`src/hw/dep_pkg.sv`:
```
// Constants and types shared by the decoder DMA event port
package dep_pkg;
  // Memory windows the DMA controller addresses
  localparam logic [31:0] DEP_CFG_BASE = 32'h5000_0000;
  localparam logic [31:0] DEP_SYM_BASE = 32'h5001_0000;
  localparam logic [31:0] DEP_ITL_BASE = 32'h5005_0000;
  localparam logic [31:0] DEP_HD_BASE = 32'h5006_0000;
  localparam logic [31:0] DEP_OUTP_ADDR = 32'h5000_0030;
  // DMA event line numbers
  localparam logic [4:0] DEP_TX_EVENT_LINE = 5'h1F;
  localparam logic [4:0] DEP_RX_EVENT_LINE = 5'h1E;
  // Transfer sizes in 32-bit words
  localparam logic [17:0] DEP_CFG_WORDS = 18'h00010;
  localparam logic [17:0] DEP_OUTP_WORDS = 18'h00003;
  // Fields of input_config_word0
  localparam int DEP_FL_LSB = 0;
  localparam int DEP_FL_W = 16;
  localparam int DEP_NEW_TABLE_BIT = 16;
  localparam int DEP_OUTPUT_PARAM_BIT = 17;
  localparam logic [31:0] DEP_WORD0_RESET = 32'h0000_0000;
  // Read pipeline source codes
  localparam logic [1:0] DEP_RSRC_CORE = 2'h0;
  localparam logic [1:0] DEP_RSRC_WORD0 = 2'h1;
  localparam logic [1:0] DEP_RSRC_BAD = 2'h2;

  typedef enum logic [1:0] {
    DEP_KIND_CFG = 2'h0,
    DEP_KIND_SYM = 2'h1,
    DEP_KIND_ITL = 2'h2
  } dep_kind_t;

  typedef enum logic [6:0] {
    DEP_ST_IDLE = 7'h01,
    DEP_ST_CFG = 7'h02,
    DEP_ST_SYM = 7'h04,
    DEP_ST_ITL = 7'h08,
    DEP_ST_DEC = 7'h10,
    DEP_ST_HD = 7'h20,
    DEP_ST_OUTP = 7'h40
  } dep_state_t;
endpackage

```
`src/hw/dep_stream_if.sv`:
```
// Valid/ready carrier between the port logic and its two-entry buffer
`timescale 1ns/1ps
`default_nettype none
interface dep_stream_if #(parameter int W = 34);
  logic in_valid;
  logic in_ready;
  logic [W-1:0] in_data;
  logic out_valid;
  logic out_ready;
  logic [W-1:0] out_data;
  modport buffer (input in_valid, input in_data, input out_ready,
                  output in_ready, output out_valid, output out_data);
  modport owner (output in_valid, output in_data, output out_ready,
                 input in_ready, input out_valid, input out_data);
endinterface
`default_nettype wire

```
`src/hw/dep_buffer2.sv`:
```
// Two-entry buffer; head entry and both handshake flags come from flip-flops
`timescale 1ns/1ps
`default_nettype none
module dep_buffer2 #(
  parameter int W = 34
) (
  input wire logic i_clk,
  input wire logic i_resetn,
  input wire logic i_ce,
  dep_stream_if.buffer s
);
  import dep_pkg::*;

  initial
  begin
    if (W < 1)
      $error("dep_buffer2: W must be at least 1");
  end

  logic [1:0] cnt_q, cnt_d;
  logic [W-1:0] d_q [2];
  logic [W-1:0] d_d [2];
  logic in_ready_q, in_ready_d;
  logic out_valid_q, out_valid_d;
  logic push, pop;
  logic [1:0] wpos;

  assign push = s.in_valid & in_ready_q;
  assign pop = out_valid_q & s.out_ready;

  always_comb
  begin
    d_d = d_q;
    wpos = cnt_q - {1'b0, pop};
    if (pop)
      d_d[0] = d_q[1];
    if (push)
      d_d[wpos[0]] = s.in_data;
    cnt_d = cnt_q + {1'b0, push} - {1'b0, pop};
    // Ready is registered so the source never sees a combinational path
    out_valid_d = (cnt_d != 2'h0);
    in_ready_d = (cnt_d != 2'h2);
  end

  always_ff @(posedge i_clk or negedge i_resetn)
  begin
    if (!i_resetn)
    begin
      cnt_q <= 2'h0;
      d_q[0] <= '0;
      d_q[1] <= '0;
      in_ready_q <= 1'b1;
      out_valid_q <= 1'b0;
    end
    else if (i_ce)
    begin
      cnt_q <= cnt_d;
      d_q <= d_d;
      in_ready_q <= in_ready_d;
      out_valid_q <= out_valid_d;
    end
  end

  assign s.in_ready = in_ready_q;
  assign s.out_valid = out_valid_q;
  assign s.out_data = d_q[0];
endmodule
`default_nettype wire

```
`src/hw/dep_event_port.sv`:
```
// DMA-synchronised data port of the turbo-decoder coprocessor
//
// What this block does
// - Pulse transmit event (line 31) whenever the next host write transfer can start.
// - Pulse receive event (line 30) whenever results are ready for reading.
// - Final transmit event follows the decision readout, or the output parameter readout when its flag is set.
// - Interleaver transfer happens only when the new-table flag is set.
// - Decision read always happens; output parameter read only with its flag.
`timescale 1ns/1ps
`default_nettype none
module dep_event_port #(
  parameter int DATA_W = 32
) (
  input wire logic i_clk,
  input wire logic i_resetn,
  input wire logic i_ce,
  input wire logic i_dma_wr,
  input wire logic i_dma_rd,
  input wire logic [31:0] i_dma_addr,
  input wire logic [DATA_W-1:0] i_dma_wdata,
  output logic o_dma_wr_ready,
  output logic o_dma_rvalid,
  output logic [DATA_W-1:0] o_dma_rdata,
  output logic o_access_err,
  output logic o_transmit_sync_event,
  output logic o_receive_sync_event,
  output logic o_sym_valid,
  output dep_pkg::dep_kind_t o_sym_kind,
  output logic [DATA_W-1:0] o_sym_data,
  input wire logic i_sym_ready,
  output logic o_decode_start,
  input wire logic i_decode_done,
  output logic [15:0] o_core_raddr,
  output logic o_core_rsel,
  input wire logic [DATA_W-1:0] i_core_rdata,
  output logic o_new_table_flag,
  output logic o_output_param_flag
);
  import dep_pkg::*;

  initial
  begin
    if (DATA_W != 32)
      $error("dep_event_port: DATA_W must be 32");
  end

  // Word counts per standalone transfer kind; no shared-mode windows
  function automatic logic [17:0] words_for(input logic [1:0] sel, input logic [15:0] fl);
    logic [17:0] f;
    f = {2'h0, fl};
    unique case (sel)
      2'h0: words_for = (f + 18'h00001) & 18'h3FFFE;
      2'h1: words_for = ((f + 18'h00006) >> 2) << 1;
      default: words_for = ((f + 18'h0003F) >> 6) << 1;
    endcase
  endfunction

  function automatic logic hit16(input logic [31:0] a, input logic [31:0] base);
    hit16 = (a[31:16] == base[31:16]);
  endfunction

  dep_stream_if #(.W(DATA_W + 2)) strm ();

  dep_buffer2 #(.W(DATA_W + 2)) u_buf (
    .i_clk(i_clk),
    .i_resetn(i_resetn),
    .i_ce(i_ce),
    .s(strm)
  );

  dep_state_t st_q, st_d;
  logic [17:0] cnt_q, cnt_d, target_q, target_d;
  logic [31:0] word0_q, word0_d;
  logic tx_q, tx_d, rx_q, rx_d, start_q, start_d, err_q, err_d;
  logic rd_pend_q, rd_pend_d;
  logic [1:0] rd_src_q, rd_src_d;
  logic [15:0] raddr_q, raddr_d;
  logic rsel_q, rsel_d;
  logic rvalid_q, rvalid_d;
  logic [DATA_W-1:0] rdata_q, rdata_d;
  dep_kind_t wkind;
  logic cfg_hit, sym_hit, itl_hit, hd_hit, outp_hit, word0_hit;
  logic wr_hit, wr_take, rd_hit, last;

  assign cfg_hit = hit16(i_dma_addr, DEP_CFG_BASE) && (i_dma_addr[15:6] == 10'h000);
  assign sym_hit = hit16(i_dma_addr, DEP_SYM_BASE);
  assign itl_hit = hit16(i_dma_addr, DEP_ITL_BASE);
  assign hd_hit = hit16(i_dma_addr, DEP_HD_BASE);
  assign outp_hit = (i_dma_addr >= DEP_OUTP_ADDR) && (i_dma_addr < DEP_OUTP_ADDR + 32'h0000_000C);
  assign word0_hit = (i_dma_addr == DEP_CFG_BASE);
  assign last = (cnt_q == target_q - 18'h00001);

  // Writes land only in the window the current phase expects
  always_comb
  begin
    wkind = DEP_KIND_CFG;
    wr_hit = 1'b0;
    if (st_q == DEP_ST_CFG)
      wr_hit = i_dma_wr & cfg_hit;
    else if (st_q == DEP_ST_SYM)
    begin
      wkind = DEP_KIND_SYM;
      wr_hit = i_dma_wr & sym_hit;
    end
    else if (st_q == DEP_ST_ITL)
    begin
      wkind = DEP_KIND_ITL;
      wr_hit = i_dma_wr & itl_hit;
    end
  end

  assign wr_take = wr_hit & strm.in_ready;
  assign strm.in_valid = wr_hit;
  assign strm.in_data = {wkind, i_dma_wdata};
  assign strm.out_ready = i_sym_ready;
  assign rd_hit = i_dma_rd & (((st_q == DEP_ST_HD) & hd_hit) | ((st_q == DEP_ST_OUTP) & outp_hit));

  always_comb
  begin
    st_d = st_q;
    cnt_d = cnt_q;
    target_d = target_q;
    word0_d = word0_q;
    tx_d = 1'b0;
    rx_d = 1'b0;
    start_d = 1'b0;
    // Stalled writes and word0 reads are not errors; other wrong windows and phases are
    err_d = (i_dma_wr & ~wr_hit) | (i_dma_rd & ~rd_hit & ~word0_hit);
    unique case (st_q)
      DEP_ST_IDLE:
      begin
        tx_d = 1'b1;
        cnt_d = '0;
        target_d = DEP_CFG_WORDS;
        st_d = DEP_ST_CFG;
      end
      DEP_ST_CFG:
        if (wr_take)
        begin
          if (cnt_q == 18'h00000)
            word0_d = i_dma_wdata;
          cnt_d = cnt_q + 18'h00001;
          if (last)
          begin
            tx_d = 1'b1;
            cnt_d = '0;
            target_d = words_for(2'h0, word0_q[DEP_FL_LSB +: DEP_FL_W]);
            st_d = DEP_ST_SYM;
          end
        end
      DEP_ST_SYM:
        if (wr_take)
        begin
          cnt_d = cnt_q + 18'h00001;
          if (last)
          begin
            cnt_d = '0;
            if (word0_q[DEP_NEW_TABLE_BIT])
            begin
              tx_d = 1'b1;
              target_d = words_for(2'h1, word0_q[DEP_FL_LSB +: DEP_FL_W]);
              st_d = DEP_ST_ITL;
            end
            else
            begin
              start_d = 1'b1;
              st_d = DEP_ST_DEC;
            end
          end
        end
      DEP_ST_ITL:
        if (wr_take && last)
        begin
          cnt_d = '0;
          start_d = 1'b1;
          st_d = DEP_ST_DEC;
        end
        else if (wr_take)
          cnt_d = cnt_q + 18'h00001;
      DEP_ST_DEC:
        // Buffer must drain too, or the core could still be short of symbols
        if (i_decode_done && !strm.out_valid)
        begin
          rx_d = 1'b1;
          cnt_d = '0;
          target_d = words_for(2'h2, word0_q[DEP_FL_LSB +: DEP_FL_W]);
          st_d = DEP_ST_HD;
        end
      DEP_ST_HD:
        if (rd_hit && last)
        begin
          cnt_d = '0;
          if (word0_q[DEP_OUTPUT_PARAM_BIT])
          begin
            rx_d = 1'b1;
            target_d = DEP_OUTP_WORDS;
            st_d = DEP_ST_OUTP;
          end
          else
          begin
            tx_d = 1'b1;
            target_d = DEP_CFG_WORDS;
            st_d = DEP_ST_CFG;
          end
        end
        else if (rd_hit)
          cnt_d = cnt_q + 18'h00001;
      DEP_ST_OUTP:
        if (rd_hit && last)
        begin
          tx_d = 1'b1;
          cnt_d = '0;
          target_d = DEP_CFG_WORDS;
          st_d = DEP_ST_CFG;
        end
        else if (rd_hit)
          cnt_d = cnt_q + 18'h00001;
      default:
        st_d = DEP_ST_IDLE;
    endcase
  end

  // Two-cycle read: address to core, then data back to the DMA
  always_comb
  begin
    rd_pend_d = rd_hit | (i_dma_rd & ~rd_hit);
    rd_src_d = DEP_RSRC_BAD;
    if (rd_hit)
      rd_src_d = DEP_RSRC_CORE;
    else if (i_dma_rd & word0_hit)
      rd_src_d = DEP_RSRC_WORD0;
    raddr_d = rd_hit ? i_dma_addr[17:2] : raddr_q;
    rsel_d = rd_hit ? (st_q == DEP_ST_OUTP) : rsel_q;
    rvalid_d = rd_pend_q;
    rdata_d = rdata_q;
    if (rd_pend_q)
    begin
      unique case (rd_src_q)
        DEP_RSRC_CORE: rdata_d = i_core_rdata;
        DEP_RSRC_WORD0: rdata_d = word0_q;
        default: rdata_d = '0;
      endcase
    end
  end

  always_ff @(posedge i_clk or negedge i_resetn)
  begin
    if (!i_resetn)
    begin
      st_q <= DEP_ST_IDLE;
      cnt_q <= '0;
      target_q <= DEP_CFG_WORDS;
      word0_q <= DEP_WORD0_RESET;
      tx_q <= 1'b0;
      rx_q <= 1'b0;
      start_q <= 1'b0;
      err_q <= 1'b0;
      rd_pend_q <= 1'b0;
      rd_src_q <= DEP_RSRC_BAD;
      raddr_q <= '0;
      rsel_q <= 1'b0;
      rvalid_q <= 1'b0;
      rdata_q <= '0;
    end
    else if (i_ce)
    begin
      st_q <= st_d;
      cnt_q <= cnt_d;
      target_q <= target_d;
      word0_q <= word0_d;
      tx_q <= tx_d;
      rx_q <= rx_d;
      start_q <= start_d;
      err_q <= err_d;
      rd_pend_q <= rd_pend_d;
      rd_src_q <= rd_src_d;
      raddr_q <= raddr_d;
      rsel_q <= rsel_d;
      rvalid_q <= rvalid_d;
      rdata_q <= rdata_d;
    end
  end

  assign o_dma_wr_ready = strm.in_ready;
  assign o_dma_rvalid = rvalid_q;
  assign o_dma_rdata = rdata_q;
  assign o_access_err = err_q;
  assign o_transmit_sync_event = tx_q;
  assign o_receive_sync_event = rx_q;
  assign o_sym_valid = strm.out_valid;
  assign o_sym_kind = dep_kind_t'(strm.out_data[DATA_W +: 2]);
  assign o_sym_data = strm.out_data[DATA_W-1:0];
  assign o_decode_start = start_q;
  assign o_core_raddr = raddr_q;
  assign o_core_rsel = rsel_q;
  assign o_new_table_flag = word0_q[DEP_NEW_TABLE_BIT];
  assign o_output_param_flag = word0_q[DEP_OUTPUT_PARAM_BIT];
endmodule
`default_nettype wire

```
`config.mk`:
```
export PLATFORM = sky130hd
export DESIGN_NAME = dep_event_port
export DESIGN_NICKNAME = d
export VERILOG_FILES = /design/src/hw/dep_pkg.sv /design/src/hw/dep_stream_if.sv /design/src/hw/dep_buffer2.sv /design/src/hw/dep_event_port.sv
export SDC_FILE = /design/constraint.sdc
export NUM_CORES = 1
export LEC_CHECK = 0
export ABC_CLOCK_PERIOD_IN_PS = 7600
export BUFFER_PORTS_ARGS = -buffer_cell sky130_fd_sc_hd__buf_2
export CAP_MARGIN = 20
export CELL_PAD_IN_SITES_DETAIL_PLACEMENT = 1
export CELL_PAD_IN_SITES_GLOBAL_PLACEMENT = 2
export CORE_MARGIN = 2
export CORE_UTILIZATION = 39
export CTS_CLUSTER_DIAMETER = 150
export CTS_CLUSTER_SIZE = 24
export DETAILED_ROUTE_END_ITERATION = 7
export GPL_TIMING_DRIVEN = 0
export HOLD_SLACK_MARGIN = 0.12
export PLACE_DENSITY = 0.82
export SLEW_MARGIN = 20
export SYNTH_ARGS = -nofsm -noshare
export SYNTH_HDL_FRONTEND = slang
export SYNTH_HIERARCHICAL = 1
export SYNTH_SLANG_ARGS = --single-unit
```
`constraint.sdc`:
```
create_clock -name i_clk -period 7.6 [get_ports i_clk]
set_input_delay 0.38 -clock i_clk [delete_from_list [all_inputs] [get_ports i_clk]]
set_output_delay 0.38 -clock i_clk [all_outputs]
set_load 0.01 [all_outputs]
```
==> results.md <==
* Number of flops mapped to enable cells by yosys at 0
* Global-route congestion overflow total at 0
* Std-Cell Rows at 62
* Clock-pin slew on the worst setup and hold paths at ~0.1 ns
* Post-layout net count at around 1400
* Worst slew slack as a fraction of its limit at 28.6%
* Sequential group share of total power at roughly 50%
* Final RePlAce weighted congestion at 0.825
* Leakage power figure at 6.17 nW
* Setup repair after global routing missed its margin: no
* Number of warnings printed during yosys synthesis at 6
* Growth of design area from synthesis to finish at 16.8%
* Complex-gate fraction of the synthesized area at 12.9%
* Fraction of final layout cells sized beyond drive strength 1 at a little over 30%
* IO Port Bufs at 194
* Seq cells post-synth at 203
* Result of the run: complete, no violations
* Iteration-0 DRC count of the detailed router at 434
* Cell at the root of the clock tree: clkbuf_16
* Bufs on Longest Clock Path at 3
* Post-Syn Instances at 1085
* Highest ir drop seen on vdd at 0.132 mV
* Total clock sinks at 203
* Cell with the biggest individual delay on the critical path: nor3_1
* Sequential share of the synthesized area at between 40 and 50%
* Xor/xnor share of the synthesized area at about 4.5%
* Height of the die at 175 um
* Crit path max-delay family: compound AO/OA/AOI/OAI gates
* Mux share of post-synthesis cell area at 14.6%
* Width of the die at 175 um
* Count of vias placed by the detailed router at 9157
* Post-DR vias/cell at 5.42
* Insertion delay of the later-clocked pin in the worst-skew pair at 0.50 ns
* Wire length of the first global-routing pass at around 54 mm
* Dominant combinational cell family by area after synthesis: simple AND/OR/NAND/NOR gates
* Synthesized Nets at 1197
* Upper clock frequency limit at 222 MHz
* DR WL/cell at a little over 20 um
* PD cells at 181 nW/um2
* Setup_tns at 0 ns
* Wirelength, routed at 34.0 mm
* Antenna viol nets, final at 0
* Die area at roughly 30000 um2
* Peak per-stage delay on the critical path at 0.90 ns
* Number of global-route vias before repair at 9566
* Post-synthesis async set-or-reset flop share at 100%
* Fill cell instance count of the final layout at 3300
* Fraction of the mapped netlist area in adder cells at 0.992%
* Cells along the critical path: clkbuf_1, nor3_1, nand2_1, o32ai_1, nand4_1, a211oi_1, a21oi_1, o21ai_1, o22ai_1
* Minimum period implied by the final worst setup slack at 4.51 ns
* Most frequent cells in the layout: 199 x dfrtp_1, 195 x buf_2, 94 x nand2_1
* Startpoint class of the critical path: flip-flop
* Initial core utilization at 39.6%
* Slew Limit Fails at 0
* Critical path endpoint category: flip-flop
* Number of endpoints failing setup at the final stage at 0
* Worst hold path class: in2reg
* Most frequent standard cell in the layout excluding fill and tap cells: dfrtp_1
* Max capacitance violation total at 0
* Cts bufs inserted at 12
* Internal power at 1.75 mW
* Area of the multi-input gates at 5620 um2
* Primary FF master, synth: dfrtp_1
* Portion of the clock cycle consumed by the worst path in the final layout at 59.3%
* Start-to-end type of the worst setup path: reg2reg
* Clock tree from TritonCTS: done
* Total standard cell area after synthesis at 11400 um2
* Core ar. at 28700 um2
* Crit path buf inv count at 1
* Setup fix buffers added after clock tree synthesis at 0
* Number of detailed-route iterations in the first pass at 4
* Total I/O pin count at 195
* Pin slew with the least headroom to its limit at around 1.1 ns
* Switching component of the power at 0.659 mW
* Crit path arrival time at 4.85 ns
* Area taken by flip-flops and latches at 5080 um2
* # DRC at 0
* Power consumption at 2.40 mW
* Number of H-tree branching levels at 1
* Unique masters post-synth at 73
* Clock group share of total power at 29.0%
* Switching power share of the total at 27.4%
* Placed wire-length estimate after detailed placement at 25.1 mm
* Largest net degree at the start of global routing at 85
* Count of endpoints failing hold in the final timing report at 0
* WP data required at 7.94 ns
* Global router's overall resource usage at between 20% and 30%
* Post-Route Skew at 0.0271 ns
* Simple-gate portion of the synthesized area at between 15 and 20%
* Mean post-synth cell area at 10.5 um2
* Part of the total power dissipated in combinational logic at between 20% and 30%
* Initial antenna violation count at 4
* Critical Path Fanout Max at 9
[power by group through the flow]
stage          clock network (mW)  logic, mW  registers (mW)
6_report                    0.697      0.496            1.21
5_1_grt                     0.750      0.542            1.22
4_1_cts                     0.725      0.503            1.21
3_5_place_dp                    0      0.501            1.23
3_3_place_gp                    0      0.485            1.23
2_1_floorplan                   0      0.317            1.21
[layout make-up]
class                   count  share of cell area, %
multi-input cells         752                   42.4
flip-flops and latches    203                   38.3
repair buffers            198                   7.96
plain buffers             108                   4.35
well taps                 384                   3.62
clock buffers              18                   2.43
inverters                  22                  0.622
clock inverters             2                  0.245
diodes                      4                 0.0754
[per-stage QoR]
stage	util (%)	instance area (um2)	setup WS, ns	hold slack (ns)	std cells
finish	46.2	13300	3.09	0.142	1691
global route	46.2	13300	2.73	0.136	1690
CTS	46.2	13200	3.15	0.124	1687
detailed placement	44.8	12900	3.14	0.303	1665
global placement	44.6	12800	2.51	0.458	1663
floorplan	-	11400	4.01	0.0844	1085
[synth_stat cells, types with 21 or more instances]
library cell  instances  area [um2]
xnor2_1              40         350
mux2i_1              40         400
mux2_2               62         698
nand2_1              94         353
inv_1                21        78.8
mux2_4               37         556
buf_4                35         263
o221a_2              38         428
nor2_1               41         154
o21ai_0              61         305
clkbuf_1             61         229
nand3_1              40         200
nand2b_1             38         238
dfrtp_1             199        4980
[path summary, 6_finish.rpt]
path | start | endpoint | slack, ns | depth (start not counted)
worst max-delay path | st_q[0] | cnt_q[1] | 3.09 | 9
worst min-delay path | i_dma_wdata[11] | flip-flop | 0.14 | 2
worst max register to register | st_q[0] | cnt_q[1] | 3.09 | 9
worst min register to register | o_dma_rdata[29] | o_dma_rdata[29] | 0.48 | 2
max in group asynchronous | i_resetn | target_q[4] | 6.47 | 3
min in group asynchronous | i_resetn | o_dma_rdata[20] | 0.37 | 2
[worst reg2reg max path: cells and delay by family (launching register included)]
kind                   cells  cell delay [ns]
AOI/OAI and AO/OA          5             2.43
and+or+nand+nor            3             1.38
DFF                        1             0.37
buffers and inverters      1             0.19
[logic make-up after synthesis]
group	after synthesis
simple gates	350
compound gates	197
fa+ha+maj	9
flops	203
mux	139
xor+xnor	57
buf+inv	130
[timing repair]
action	4_1_cts	5_1_grt
endpoints found under the hold margin	42	0
hold buffers	2	0
gates resized for setup	0	0
[layer usage]
layer / up-vias / GRT usage, % / wire (um) / share of wire [%]
met5: - / 0 / 0 / 0
met4: 0 / 5.24 / 684 / 2.0
met3: 33 / 3.11 / 1590 / 4.7
met2: 213 / 36.5 / 15900 / 47
met1: 4585 / 31.1 / 15800 / 46
li1: 4326 / - / - / -
No activity file was read; power rests on OpenSTA's default activity.
